--- src/design/isa_bridge_pkg.sv ---
// Constants, types and the state record shared by the DMA status and ISA window bridge.
package isa_bridge_pkg;

	// ------------------------------------------------------------------
	// Register indices; the AHB byte address is four times the index.
	// ------------------------------------------------------------------
	localparam logic [15:0] IO_WINDOW_BASE_IDX  = 16'h7F71;
	localparam logic [15:0] MEM_WINDOW_BASE_IDX = 16'h7F72;
	localparam logic [15:0] STATUS_VIEW_IDX     = 16'h7F73;
	localparam logic [15:0] DMA_STATUS_MASK_IDX = 16'h7F74;
	localparam logic [15:0] INT_STATUS0_IDX     = 16'h7F75;
	localparam logic [15:0] INT_ENABLE0_IDX     = 16'h7F76;

	// ------------------------------------------------------------------
	// AHB byte bases of the two windows; each window byte takes one word.
	// ------------------------------------------------------------------
	localparam logic [31:0] IO_WINDOW_AHB  = 32'h0000_4000;
	localparam logic [31:0] MEM_WINDOW_AHB = 32'h0000_8000;

	// ------------------------------------------------------------------
	// Reset values and field positions.
	// ------------------------------------------------------------------
	localparam logic [7:0] IO_BASE_RST   = 8'h00;
	localparam logic [7:0] MEM_BASE_RST  = 8'h00;
	localparam logic [7:0] MASK_RST      = 8'hFF;
	localparam logic       INT_EN_RST    = 1'h0;
	localparam int         DMA_EVENT_BIT = 0;

	// ------------------------------------------------------------------
	// ISA cycle timing at a 125 MHz clock; least times round up.
	// ------------------------------------------------------------------
	localparam int         CLK_PERIOD_PS = 8000;
	localparam int         ISA_SETUP_NS  = 40;
	localparam int         ISA_STROBE_NS = 200;
	localparam logic [7:0] SETUP_CYCLES  = 8'((ISA_SETUP_NS * 1000 + CLK_PERIOD_PS - 1) / CLK_PERIOD_PS);
	localparam logic [7:0] STROBE_CYCLES = 8'((ISA_STROBE_NS * 1000 + CLK_PERIOD_PS - 1) / CLK_PERIOD_PS);

	// ------------------------------------------------------------------
	// Types.
	// ------------------------------------------------------------------
	typedef enum logic [5:0] {
		ST_IDLE   = 6'b000001,
		ST_REG    = 6'b000010,
		ST_WAIT   = 6'b000100,
		ST_SETUP  = 6'b001000,
		ST_STROBE = 6'b010000,
		ST_DONE   = 6'b100000
	} state_t;

	typedef enum logic [3:0] {
		SEL_NONE  = 4'h0,
		SEL_IOB   = 4'h1,
		SEL_MEMB  = 4'h2,
		SEL_VIEW  = 4'h3,
		SEL_MASK  = 4'h4,
		SEL_ISTAT = 4'h5,
		SEL_IEN   = 4'h6,
		SEL_IOWIN = 4'h7,
		SEL_MEMWIN = 4'h8
	} sel_t;

	typedef struct packed {
		state_t      state;
		sel_t        sel;
		logic        wr;
		logic [11:0] offset;
		logic [7:0]  cnt;
		logic [19:0] isa_addr;
		logic [7:0]  isa_dout;
		logic        isa_oe;
		logic        ior_n;
		logic        iow_n;
		logic        memr_n;
		logic        memw_n;
		logic [31:0] rdata;
		logic [7:0]  view_s1;
		logic [7:0]  view;
		logic [7:0]  view_prev;
		logic        event_flag;
		logic        int_en;
		logic [7:0]  mask;
		logic [7:0]  io_base;
		logic [7:0]  mem_base;
		logic [7:0]  din_s1;
		logic [7:0]  din;
		logic        own_s1;
		logic        own;
	} regs_t;

	localparam regs_t REGS_RST = '{
		state:      ST_IDLE,
		sel:        SEL_NONE,
		wr:         1'h0,
		offset:     12'h000,
		cnt:        8'h00,
		isa_addr:   20'h00000,
		isa_dout:   8'h00,
		isa_oe:     1'h0,
		ior_n:      1'h1,
		iow_n:      1'h1,
		memr_n:     1'h1,
		memw_n:     1'h1,
		rdata:      32'h0000_0000,
		view_s1:    8'h00,
		view:       8'h00,
		view_prev:  8'h00,
		event_flag: 1'h0,
		int_en:     INT_EN_RST,
		mask:       MASK_RST,
		io_base:    IO_BASE_RST,
		mem_base:   MEM_BASE_RST,
		din_s1:     8'h00,
		din:        8'h00,
		own_s1:     1'h0,
		own:        1'h0
	};

endpackage

--- src/design/isa_dma_window_bridge.sv ---
// DMA status view, DMA event interrupt and ISA I/O and memory windows behind an AHB-Lite slave.
//
// Notes on behaviour
// - Status view follows the DMA core channel status bits continuously.
// - View bits 7..4 are channel 3..0 requests, bits 3..0 terminal counts.
// - An I/O window read of the core's status lets the core clear its count bits.
// - Reading the status view changes nothing.
// - A rising enabled view bit latches the DMA event flag high.
// - The status view is readable while the DMA core owns the ISA bus.
// - Unmasked request bits raise events when requests become active; masked ones just monitor.
// - Mask bits 7..4 gate request sources, bits 3..0 terminal-count sources.
// - Mask bit 0 enables its source, 1 blocks it.
// - The mask register resets to all ones.
// - I/O address is the I/O base as bits 15:8 with the 8-bit offset.
// - I/O window reads and writes run ISA I/O read and write cycles.
// - Memory address is the memory base as bits 19:12 with the 12-bit offset.
// - The I/O base is read/write, eight bits wide, reset to zero.
// - The memory base is read/write and resets to zero.
`timescale 1ns/1ps

module isa_dma_window_bridge (
	// Clock and reset.
	input  wire logic        clk_in,
	input  wire logic        resetn_in,
	// AHB-Lite slave.
	input  wire logic        hsel_in,
	input  wire logic [31:0] haddr_in,
	input  wire logic [1:0]  htrans_in,
	input  wire logic        hwrite_in,
	input  wire logic [2:0]  hsize_in,
	input  wire logic [31:0] hwdata_in,
	input  wire logic        hready_in,
	output logic      [31:0] hrdata_out,
	output logic             hreadyout_out,
	output logic             hresp_out,
	// DMA core status and bus ownership.
	input  wire logic [7:0]  dma_core_channel_status_in,
	input  wire logic        dma_owns_bus_in,
	// ISA bus.
	output logic      [19:0] isa_addr_out,
	input  wire logic [7:0]  isa_data_in,
	output logic      [7:0]  isa_data_out,
	output logic             isa_data_oe_out,
	output logic             isa_ior_n_out,
	output logic             isa_iow_n_out,
	output logic             isa_memr_n_out,
	output logic             isa_memw_n_out,
	// Interrupt.
	output logic             irq_out
);

	isa_bridge_pkg::regs_t r;
	isa_bridge_pkg::regs_t n;
	logic [7:0]            rise;
	logic                  accept;
	logic                  is_win;

	// ------------------------------------------------------------
	// Address decode.
	// ------------------------------------------------------------
	function automatic isa_bridge_pkg::sel_t decode(input logic [31:0] a);
		isa_bridge_pkg::sel_t s;
		s = isa_bridge_pkg::SEL_NONE;
		if (a[31:10] == isa_bridge_pkg::IO_WINDOW_AHB[31:10]) begin
			s = isa_bridge_pkg::SEL_IOWIN;
		end else if (a[31:14] == isa_bridge_pkg::MEM_WINDOW_AHB[31:14]) begin
			s = isa_bridge_pkg::SEL_MEMWIN;
		end else if (a[31:2] == {14'h0000, isa_bridge_pkg::IO_WINDOW_BASE_IDX}) begin
			s = isa_bridge_pkg::SEL_IOB;
		end else if (a[31:2] == {14'h0000, isa_bridge_pkg::MEM_WINDOW_BASE_IDX}) begin
			s = isa_bridge_pkg::SEL_MEMB;
		end else if (a[31:2] == {14'h0000, isa_bridge_pkg::STATUS_VIEW_IDX}) begin
			s = isa_bridge_pkg::SEL_VIEW;
		end else if (a[31:2] == {14'h0000, isa_bridge_pkg::DMA_STATUS_MASK_IDX}) begin
			s = isa_bridge_pkg::SEL_MASK;
		end else if (a[31:2] == {14'h0000, isa_bridge_pkg::INT_STATUS0_IDX}) begin
			s = isa_bridge_pkg::SEL_ISTAT;
		end else if (a[31:2] == {14'h0000, isa_bridge_pkg::INT_ENABLE0_IDX}) begin
			s = isa_bridge_pkg::SEL_IEN;
		end
		return s;
	endfunction

	// ------------------------------------------------------------
	// Bus handshake outputs.
	// ------------------------------------------------------------
	assign hreadyout_out = (r.state == isa_bridge_pkg::ST_IDLE) || (r.state == isa_bridge_pkg::ST_REG) ||
	                       (r.state == isa_bridge_pkg::ST_DONE);
	assign hresp_out     = 1'b0;
	assign hrdata_out    = r.rdata;
	assign accept        = hreadyout_out && hsel_in && htrans_in[1] && hready_in;

	// ------------------------------------------------------------
	// Pin and data outputs from flip-flops; irq_out is the AND of two of them.
	// ------------------------------------------------------------
	assign isa_addr_out    = r.isa_addr;
	assign isa_data_out    = r.isa_dout;
	assign isa_data_oe_out = r.isa_oe;
	assign isa_ior_n_out   = r.ior_n;
	assign isa_iow_n_out   = r.iow_n;
	assign isa_memr_n_out  = r.memr_n;
	assign isa_memw_n_out  = r.memw_n;
	assign irq_out         = r.event_flag & r.int_en;

	// ------------------------------------------------------------
	// Next state.
	// ------------------------------------------------------------
	always_comb begin
		n      = r;
		is_win = 1'b0;

		// Status view and other foreign inputs pass two flip-flops.
		n.view_s1   = dma_core_channel_status_in;
		n.view      = r.view_s1;
		n.view_prev = r.view;
		n.din_s1    = isa_data_in;
		n.din       = r.din_s1;
		n.own_s1    = dma_owns_bus_in;
		n.own       = r.own_s1;

		rise = r.view & ~r.view_prev;

		case (r.state)
			isa_bridge_pkg::ST_IDLE: begin
				n.state = isa_bridge_pkg::ST_IDLE;
			end
			isa_bridge_pkg::ST_REG: begin
				n.state = isa_bridge_pkg::ST_IDLE;
				if (r.wr) begin
					case (r.sel)
						isa_bridge_pkg::SEL_IOB: begin
							n.io_base = hwdata_in[7:0];
						end
						isa_bridge_pkg::SEL_MEMB: begin
							n.mem_base = hwdata_in[7:0];
						end
						isa_bridge_pkg::SEL_MASK: begin
							n.mask = hwdata_in[7:0];
						end
						isa_bridge_pkg::SEL_ISTAT: begin
							if (hwdata_in[isa_bridge_pkg::DMA_EVENT_BIT]) begin
								n.event_flag = 1'b0;
							end
						end
						isa_bridge_pkg::SEL_IEN: begin
							n.int_en = hwdata_in[isa_bridge_pkg::DMA_EVENT_BIT];
						end
						default: begin
							n.state = isa_bridge_pkg::ST_IDLE;
						end
					endcase
				end
			end
			isa_bridge_pkg::ST_WAIT: begin
				// The window waits while the DMA core holds the ISA bus.
				if (!r.own) begin
					n.state    = isa_bridge_pkg::ST_SETUP;
					n.cnt      = isa_bridge_pkg::SETUP_CYCLES - 8'h01;
					n.isa_dout = hwdata_in[7:0];
					n.isa_oe   = r.wr;
					if (r.sel == isa_bridge_pkg::SEL_IOWIN) begin
						n.isa_addr = {4'h0, r.io_base, r.offset[7:0]};
					end else begin
						n.isa_addr = {r.mem_base, r.offset};
					end
				end
			end
			isa_bridge_pkg::ST_SETUP: begin
				if (r.cnt == 8'h00) begin
					n.state = isa_bridge_pkg::ST_STROBE;
					n.cnt   = isa_bridge_pkg::STROBE_CYCLES - 8'h01;
					if (r.sel == isa_bridge_pkg::SEL_IOWIN) begin
						n.ior_n = r.wr;
						n.iow_n = ~r.wr;
					end else begin
						n.memr_n = r.wr;
						n.memw_n = ~r.wr;
					end
				end else begin
					n.cnt = r.cnt - 8'h01;
				end
			end
			isa_bridge_pkg::ST_STROBE: begin
				if (r.cnt == 8'h00) begin
					n.state  = isa_bridge_pkg::ST_DONE;
					n.ior_n  = 1'b1;
					n.iow_n  = 1'b1;
					n.memr_n = 1'b1;
					n.memw_n = 1'b1;
					n.rdata  = r.wr ? 32'h0000_0000 : {24'h000000, r.din};
				end else begin
					n.cnt = r.cnt - 8'h01;
				end
			end
			isa_bridge_pkg::ST_DONE: begin
				n.state  = isa_bridge_pkg::ST_IDLE;
				n.isa_oe = 1'b0;
			end
			default: begin
				n.state = isa_bridge_pkg::ST_IDLE;
			end
		endcase

		// A rising enabled source sets the flag; the set wins over a clear.
		if (|(rise & ~r.mask)) begin
			n.event_flag = 1'b1;
		end

		// Address phase; register read data is captured here.
		if (accept) begin
			n.sel    = decode(haddr_in);
			n.wr     = hwrite_in;
			n.rdata  = 32'h0000_0000;
			n.offset = 12'h000;
			case (n.sel)
				isa_bridge_pkg::SEL_IOB: begin
					n.rdata = {24'h000000, r.io_base};
				end
				isa_bridge_pkg::SEL_MEMB: begin
					n.rdata = {24'h000000, r.mem_base};
				end
				isa_bridge_pkg::SEL_VIEW: begin
					n.rdata = {24'h000000, r.view};
				end
				isa_bridge_pkg::SEL_MASK: begin
					n.rdata = {24'h000000, r.mask};
				end
				isa_bridge_pkg::SEL_ISTAT: begin
					n.rdata = {31'h0000_0000, r.event_flag};
				end
				isa_bridge_pkg::SEL_IEN: begin
					n.rdata = {31'h0000_0000, r.int_en};
				end
				isa_bridge_pkg::SEL_IOWIN: begin
					is_win   = 1'b1;
					n.offset = {4'h0, haddr_in[9:2]};
				end
				isa_bridge_pkg::SEL_MEMWIN: begin
					is_win   = 1'b1;
					n.offset = haddr_in[13:2];
				end
				default: begin
					n.rdata = 32'h0000_0000;
				end
			endcase
			if (hwrite_in) begin
				n.rdata = 32'h0000_0000;
			end
			n.state = is_win ? isa_bridge_pkg::ST_WAIT : isa_bridge_pkg::ST_REG;
		end
	end

	// ------------------------------------------------------------
	// State register.
	// ------------------------------------------------------------
	always_ff @(posedge clk_in or negedge resetn_in) begin
		if (!resetn_in) begin
			r <= isa_bridge_pkg::REGS_RST;
		end else begin
			r <= n;
		end
	end

endmodule

--- config.mk ---
export PLATFORM = sky130hd
export DESIGN_NAME = isa_dma_window_bridge
export DESIGN_NICKNAME = d
export VERILOG_FILES = /design/src/design/isa_bridge_pkg.sv /design/src/design/isa_dma_window_bridge.sv
export SDC_FILE = /design/constraint.sdc
export NUM_CORES = 1
export LEC_CHECK = 0
export BUFFER_PORTS_ARGS = -buffer_cell sky130_fd_sc_hd__buf_2
export CAP_MARGIN = 20
export CORE_ASPECT_RATIO = 0.6
export CORE_MARGIN = 4
export CORE_UTILIZATION = 48
export DETAILED_ROUTE_END_ITERATION = 6
export PLACE_DENSITY = 0.81
export SETUP_SLACK_MARGIN = 0.02
export SYNTH_ARGS = -nofsm -noshare
export SYNTH_HDL_FRONTEND = slang
export SYNTH_SLANG_ARGS = --single-unit
--- constraint.sdc ---
create_clock -name clk_in -period 1.84 [get_ports clk_in]
set_clock_uncertainty 0.2 [all_clocks]
set_input_delay 0.092 -clock clk_in [delete_from_list [all_inputs] [get_ports clk_in]]
set_output_delay 0.092 -clock clk_in [all_outputs]
set_load 0.02 [all_outputs]
Word-level counts from Yosys, hierarchy flattened
Cells that the tools add are included.
W data, S select, Z words.
{"block": "op_classes", "n_addsub": 1, "eq_ne": 37, "mux": 43, "bitwise_logic": 7, "n_reduce_logical": 29}
{"operator": "$eq A30 B15 Y1 const B", "n": 6}
{"operator": "$mux W32", "n": 3}
{"operator": "$mux W26", "n": 2}
{"operator": "$mux W8", "n": 6}
{"operator": "$pmux W8 S6", "n": 1}
{"operator": "$mux W37", "n": 1}
{"operator": "$mux W36", "n": 1}
{"operator": "$eq A4 B3 Y1 const B", "n": 8}
{"operator": "$pmux W12 S2", "n": 1}
{"operator": "$pmux W8 S3", "n": 1}
{"operator": "$mux W23", "n": 1}
{"operator": "$eq A22 B5 Y1 const B", "n": 1}
{"operator": "$mux W3", "n": 7}
{"operator": "$mux W20", "n": 1}
{"operator": "$eq A18 B2 Y1 const B", "n": 1}
{"operator": "$mux W6", "n": 3}
{"operator": "$pmux W6 S3", "n": 1}
{"operator": "$reduce_and A3 Y1", "n": 6}
{"operator": "$and A8 B8 Y8", "n": 2}
{"operator": "$mux W4", "n": 4}
{"operator": "$not A8 Y8", "n": 2}
{"operator": "$reduce_bool A2 Y1", "n": 8}
{"operator": "$eq A4 B2 Y1 const B", "n": 3}
{"operator": "$ne A2 B2 Y1 const B", "n": 6}
{"operator": "other kinds (24)", "n": 41}
{"block": "word_totals", "regBits": 164, "input_bits": 91, "out_inout_bits": 68, "wordCells": 142}

Longest topological paths before layout
Gate-level depths: netlist of run 1.
{"block": "logic_depth", "depth_word": 16, "depth_mapped": 7, "depth_no_buf": 6}

Worst setup path after synthesis of run 1
No wires, ideal clock.
{"block": "synth_path", "path_kind": "flip-flop to flip-flop", "startpoint": "register r[160] in the netlist's numbering", "endpoint": "register r[141] in the netlist's numbering", "setup_ps": 121, "t_arrival_ps": 1716, "required_time_ps": 1519, "setup_slack_ps": -197, "stages_incl_launch_ff": 7, "n_path_buf": 2, "synth_period_minus_slack_ps": 2037, "cell_sequence": "dfrtp_1 > nor3_2 > o211a_1 > nand2_2 > buf_2 > buf_2 > a22o_1"}
{"block": "synth_via", "elab_chain_cells": 6, "elab_cells_between_ends": 8, "cone_classes": "eq/ne: 3; reduce/logical: 5"}
{"item": "from (decl)", "line_no": "isa_dma_window_bridge.sv:52", "text": "isa_bridge_pkg::regs_t r;"}
{"item": "from (signal assigned)", "line_no": "isa_dma_window_bridge.sv:258", "text": "r <= isa_bridge_pkg::REGS_RST;"}
{"item": "from (signal assigned)", "line_no": "isa_dma_window_bridge.sv:260", "text": "r <= n;"}
{"item": "$eq A6 B1 Y1 / $eq A6 B2 Y1 (equally long branches)", "line_no": "isa_dma_window_bridge.sv:87", "text": "assign hreadyout_out = (r.state == isa_bridge_pkg::ST_IDLE) || (r.state == isa_bridge_pkg::ST_REG) ||"}
{"item": "$logic_or A1 B1 Y1", "line_no": "isa_dma_window_bridge.sv:87"}
{"item": "$logic_or A1 B1 Y1 *", "line_no": "isa_dma_window_bridge.sv:87"}
{"item": "net hreadyout_out", "line_no": "isa_dma_window_bridge.sv:34", "text": "output logic hreadyout_out,"}
{"item": "$logic_and A1 B1 Y1 * (3 in a row)", "line_no": "isa_dma_window_bridge.sv:91", "text": "assign accept = hreadyout_out && hsel_in && htrans_in[1] && hready_in;"}
The timed path passes the listed nets; every way through them passes the cells marked *.
A chain may end at the register's enable or synchronous reset.

Final worst setup path of run 1
{"block": "layout_path", "startpoint": "register r[163] in the netlist's numbering", "endpoint": "register r[31] in the netlist's numbering"}
{"block": "layout_via", "elab_chain_cells": 2}
{"item": "$eq A6 B2 Y1", "line_no": "isa_dma_window_bridge.sv:123", "text": "case (r.state)"}
{"item": "$reduce_and A3 Y1 (no source line)"}
No other way between the ends.

==> impl_metrics.csv, run 1 <==
group,metric,value,unit
status,outcome,"complete, but fails checks",
status,violations,"hold timing, setup timing",
power,power_density,876,nW/um^2
synthesis,synth_edf_count,0,
synthesis,synth_flop_cell,"dfrtp_1",
placement,pre_cts_slack,-0.287,ns
grt,grt_util_all_layers,23.7,%
grt,antenna_found_initial,0,
placement,io_buffers,103,
synthesis,synth.avg_cell_area,12.0,sq um
floorplan,io_pins,159,
synthesis,synth_common_cells,"dfrtp_1, buf_4, mux2_2",
power,swShare,23.4,%
synthesis,synth_top_area_cell,"dfrtp_1",
timing,setup_ws,-0.207,ns
synthesis,synth_area_leaders,"dfrtp_1, mux2_2, buf_4, dfstp_2, mux2i_1",
route,wl_per_cell,19.6,um
route,firstDrtPassIters,5,
timing,hold_viol,29,
clocking,numCtsBuffers,17,
timing,slew_viol_final,0,
finish,stdcell_count,897,
timing,rsz0062_at_grt,"true",
power,p_leak,4.19,nW
finish,final_area,8730,sq um
worst_setup_path,crit_path_max_fanout,8,
finish,drive_gt1_share,43.7,%
synthesis,synth_cell_types,59,
route,routed_wl,17500,um
timing,finalCriticalPeriod,2.05,ns
finish,num_antenna_cells,0,
clocking,cts_tree,"yes",
synthesis,synth_top_area_share,50.4,%
floorplan,initial_core_util,49.0,%
route,drc,0,
worst_setup_path,path_class,"reg2reg",
power,ir_drop,0.712,mV
clocking,clkLatencyLatePin,0.42,ns
finish,seq_area,3520,sq um
grt,grt_max_degree,41,
timing,relSlewSlack,60.4,%
synthesis,synth_cells,525,
route,ant_nets,0,
worst_setup_path,worst_r2r_path_depth,5,
floorplan,die_h,96.8,um
timing,whs,-0.0420,ns
synthesis,syn_area,6300,sq um
timing,setup-violations-final,87,
worst_setup_path,cp.arrival,2.16,ns
min_path,hold_path_class,"in2async",
floorplan,coreArea,12900,sq um
clocking,clock-root-buffer,"clkbuf_16",
placement,placed_cells,796,
worst_setup_path,start_kind,"flop",
synthesis,ys_seq_area_share,55.8,%
timing,worst_pin_slew,0.594,ns
clocking,hold_buffers,55,
floorplan,num_rows,32,
timing,tns,-9.97,ns
finish,layout.nets,807,
placement,placed_area,7080,sq um
power,power.share.clock,49.2,%
clocking,clk_path_buf_depth,2,
synthesis,ys_warn_count,0,
timing,fmax,488,MHz
timing,fin_crit_sh,111,%
floorplan,die_x,156,um
power,comb_power_share,8.4,%
flow_run,maxCapViolCount,0,
finish,area_growth,38.5,%
grt,grt_pass1_vias,5055,
synthesis,yosysMostFrequentCell,"dfrtp_1",
worst_setup_path,r2r-end,"r[31]",
finish,multi_input_area,2610,sq um
worst_setup_path,r2r_start,"r[163]",
power,p_sw,1.79,mW
worst_setup_path,cp-end-kind,"flop",
finish,fin_util,67.9,%
finish,fillCellCount,893,
clocking,cts.sinks,140,
placement,hpwlAfterDp,11600,um
power,seq_power_share,42.4,%
floorplan,floorplan.die_area,15100,sq um
worst_setup_path,cp.required,1.95,ns
route,via_per_inst,5.53,
power,p_int,5.86,mW
placement,gp_congestion,0.900,
synthesis,async_flop_share,100,%
power,power.total,7.65,mW
grt,overflow,0,
worst_setup_path,rrSetupSlack,-0.21,ns
route,first_iter_violations,393,
route,vias,4959,
clocking,htree_levels,4,
grt,grt_pass1_wl,27600,um
synthesis,ys_ff_latch,140,
clocking,path_clk_slew,0.06,ns
[routing by layer]
layer,up-vias,global-route usage [%],wire length (um)
met1,2489,35.0,7790
li1,2194,-,-
met3,27,5.59,1550
met4,0,8.20,287
met2,249,34.4,7920
met5,-,0,0
[worst max-delay path, cell delays in order, from the launching register on]
cell	delay [ns]
dfrtp_2	0.47
nor4b_4	0.29
nand3_2	0.18
nor4b_4	0.26
buf_6	0.19
mux2_2	0.34
[kinds of logic after synthesis]
| logic type | count (synthesis) | synth area share, % |
|---|---|---|
| flip-flops | 140 | 55.8 |
| adder cells (fa/ha/maj) | 2 | 0.397 |
| AND/OR/NAND/NOR | 136 | 13.7 |
| buffers and inverters | 87 | 9.03 |
| other | 1 | 0.0595 |
| AO/OA/AOI/OAI | 97 | 10.3 |
| XOR/XNOR | 3 | 0.417 |
| multiplexers | 59 | 10.2 |
[cell type report]
| class | instances | area share [%] |
|---|---|---|
| inverters | 7 | 0.301 |
| clock buffers | 18 | 4.92 |
| well taps | 170 | 2.44 |
| flip-flops and latches | 140 | 40.4 |
| clock inverters | 14 | 2.49 |
| repair buffers | 226 | 19.6 |
| multi-input cells | 322 | 29.9 |
[cells in the final DEF (no fill, tap or decap), drive strengths merged, types with 4 or more instances in the layout]
cell         instances
a21oi               14
nand2               25
dfstp               13
clkinv               5
dfrtp              127
dlygate4sd3         54
clkbuf              18
mux2i               16
buf                170
mux2                43
nor3                12
nor2                32
a22oi                7
nand3               15
nor3b               10
conb                25
and3                 4
inv                  8
a22o                13
a31oi               12
o22ai                7
bufinv               5
nor4                 6
nand4                6
nor2b                5
o21ai               29
[registers in the layout (all words and copies together) (netlist names)]
name / flops
isa_memr_n_out: 1
isa_iow_n_out: 1
isa_data_out: 8
n: 25
isa_data_oe_out: 1
r: 74
hrdata_out: 8
isa_addr_out: 20
isa_memw_n_out: 1
isa_ior_n_out: 1
[how the worst max path moves through the flow]
stage / startpoint / end / slack, ns / depth (start not counted)
finish: r[163] / r[31] / -0.21 / 5
global route: r[163] / r[32] / -0.26 / 5
CTS: r[163] / r[26] / -0.17 / 5
detailed placement: r[159] / r[140] / -0.29 / 6
global placement: r[159] / r[140] / -0.20 / 6
floorplan: r[157] / r[26] / -0.13 / 4
[repair_timing]
action                     CTS  global route
gates resized for setup     63            34
gates cloned                 1             0
buffers inserted             8             6
setup endpoints to repair   86            95
pin swaps                   10             8
hold endpoints to repair   205            29
[power groups by stage]
| stage | Combinational, mW | Sequential [mW] | Clock [mW] |
|---|---|---|---|
| 5_1_grt | 0.698 | 3.25 | 3.96 |
| 6_report | 0.644 | 3.24 | 3.76 |
| 2_1_floorplan | 0.348 | 3.27 | 0 |
| 3_3_place_gp | 0.512 | 3.29 | 0 |
| 3_5_place_dp | 0.527 | 3.29 | 0 |
| 4_1_cts | 0.637 | 3.24 | 3.80 |
No activity file was read; power rests on OpenSTA's default activity.
==> run 2, diff against run 1 <==
Settings changed: CORE_ASPECT_RATIO 0.6 to 1.4, SKIP_CTS_REPAIR_TIMING from default to 1.
==> impl_metrics.csv, run 2 (same netlist as run 1, synthesis figures left out) <==
group,metric,value,unit
route,first_iter_violations,369,
timing,rsz0062_at_grt,"true",
power,p_leak,4.14,nW
flow_run,maxCapViolCount,0,
floorplan,die_h,144,um
floorplan,coreArea,12900,sq um
status,outcome,"complete, but fails checks",
worst_setup_path,cp.arrival,2.14,ns
grt,antenna_found_initial,0,
status,violations,"hold timing, setup timing",
grt,overflow,0,
finish,drive_gt1_share,44.1,%
power,power.total,7.51,mW
floorplan,num_rows,49,
clocking,clk_path_buf_depth,2,
clocking,numCtsBuffers,17,
clocking,cts.sinks,140,
clocking,clock-root-buffer,"clkbuf_16",
route,via_per_inst,5.70,
timing,hold_viol,31,
timing,finalCriticalPeriod,2.04,ns
route,firstDrtPassIters,5,
route,drc,0,
timing,whs,-0.0465,ns
placement,gp_congestion,0.903,
route,routed_wl,17200,um
floorplan,die_x,105,um
worst_setup_path,cp-end-kind,"flop",
finish,layout.nets,797,
timing,slew_viol_final,0,
floorplan,floorplan.die_area,15100,sq um
grt,grt_pass1_wl,24200,um
power,ir_drop,0.613,mV
timing,setup_ws,-0.199,ns
grt,grt_max_degree,44,
clocking,cts_tree,"yes",
clocking,path_clk_slew,0.06,ns
grt,grt_util_all_layers,20.7,%
finish,largest_register_ffs,74,
worst_setup_path,start_kind,"flop",
worst_setup_path,path_class,"reg2reg",
placement,pre_cts_slack,-0.200,ns
clocking,clkLatencyLatePin,0.42,ns
timing,fmax,491,MHz
finish,top_register,"r",
power,power_density,866,nW/um^2
worst_setup_path,cp.required,1.94,ns
min_path,hold_path_class,"in2async",
timing,fin_crit_sh,111,%
finish,area_growth,37.5,%
worst_setup_path,crit_path_max_fanout,9,
finish,layout_commonest_cell,"dfrtp_1",
floorplan,initial_core_util,49.0,%
timing,setup-violations-final,92,
route,wl_per_cell,19.7,um
placement,io_buffers,103,
route,ant_nets,0,
clocking,htree_levels,4,
worst_setup_path,rrSetupSlack,-0.20,ns
finish,layout_common_cells,"dfrtp_1, buf_2, buf_4, dlygate4sd3_1, mux2_4",
finish,fillCellCount,858,
grt,grt_pass1_vias,4771,
placement,hpwlAfterDp,11100,um
floorplan,io_pins,159,
route,vias,4968,
run 2: cell count changes in the layout (fill, tap and decap cells not counted), moves of 3 or more:
| cell | previous run | this run |
|---|---|---|
| nand3_2 | 1 | 5 |
| a31oi_1 | 12 | 9 |
| o21ai_1 | 8 | 11 |
| dlygate4sd3_1 | 54 | 43 |
| nand3_1 | 14 | 10 |
| nor3_2 | 4 | 1 |
| o21ai_0 | 17 | 12 |
| buf_6 | 14 | 9 |
| mux2_4 | 21 | 28 |
| buf_12 | 4 | 8 |
| mux2_2 | 22 | 15 |
| clkbuf_16 | 17 | 20 |
run 2: layer usage:
metal  global-route usage [%]  vias up  share of wire (%)
met4                     11.7        0                3.6
met3                     4.22       47                5.1
met2                     35.9      242                 53
met5                        0        -                  0
met1                     23.8     2504                 39
li1                         -     2175                  -
run 2: power by group:
group | internal (mW) | switching, mW
registers | 3.18 | 0.0704
logic | 0.273 | 0.386
clock network | 2.33 | 1.27
total | 5.78 | 1.73
run 2: final cells by class:
| class | count | area (sq um) | share of cell area, % |
|---|---|---|---|
| tap | 153 | 191 | 2.21 |
| antenna | 2 | 5.00 | 0.0578 |
| clock inverter | 11 | 168 | 1.94 |
| multi-input combinational | 322 | 2620 | 30.3 |
| inverter | 7 | 26.3 | 0.303 |
| timing repair buffer | 216 | 1670 | 19.3 |
| clock buffer | 20 | 457 | 5.27 |
| sequential | 140 | 3520 | 40.7 |
run 2: worst max-delay path, cell delays in order, from the launching register on:
cell and delay [ns]:
dfrtp_2 0.46, buf_6 0.14, nor3_4 0.17, and4b_4 0.41, clkbuf_16 0.21, mux2_2 0.34
run 2: final timing paths:
check                           depth (start not counted)               to    startpoint
max in group asynchronous                               3            r[43]     resetn_in
min in group clk_in                                     6    hrdata_out[7]  haddr_in[31]
worst max-delay path                                    5  isa_data_out[3]        r[163]
worst min register to register                          0             r[4]          n[4]
worst max register to register                          5  isa_data_out[3]        r[163]
worst min-delay path                                    2            r[42]     resetn_in
run 2: metrics by stage:
| step | hold slack (ns) | utilization [%] | TNS (ns) | cell area, sq um | std cells |
|---|---|---|---|---|---|
| floorplan | -0.404 | - | -1.80 | 6460 | 549 |
| CTS | -0.595 | 60.3 | -10.13 | 7760 | 817 |
| finish | -0.0465 | 67.3 | -9.45 | 8660 | 871 |
| detailed placement | -0.159 | 55.4 | -6.93 | 7140 | 786 |
| global placement | -0.166 | 55.4 | -4.09 | 7140 | 786 |
| global route | -0.0164 | 67.3 | -16.01 | 8660 | 869 |
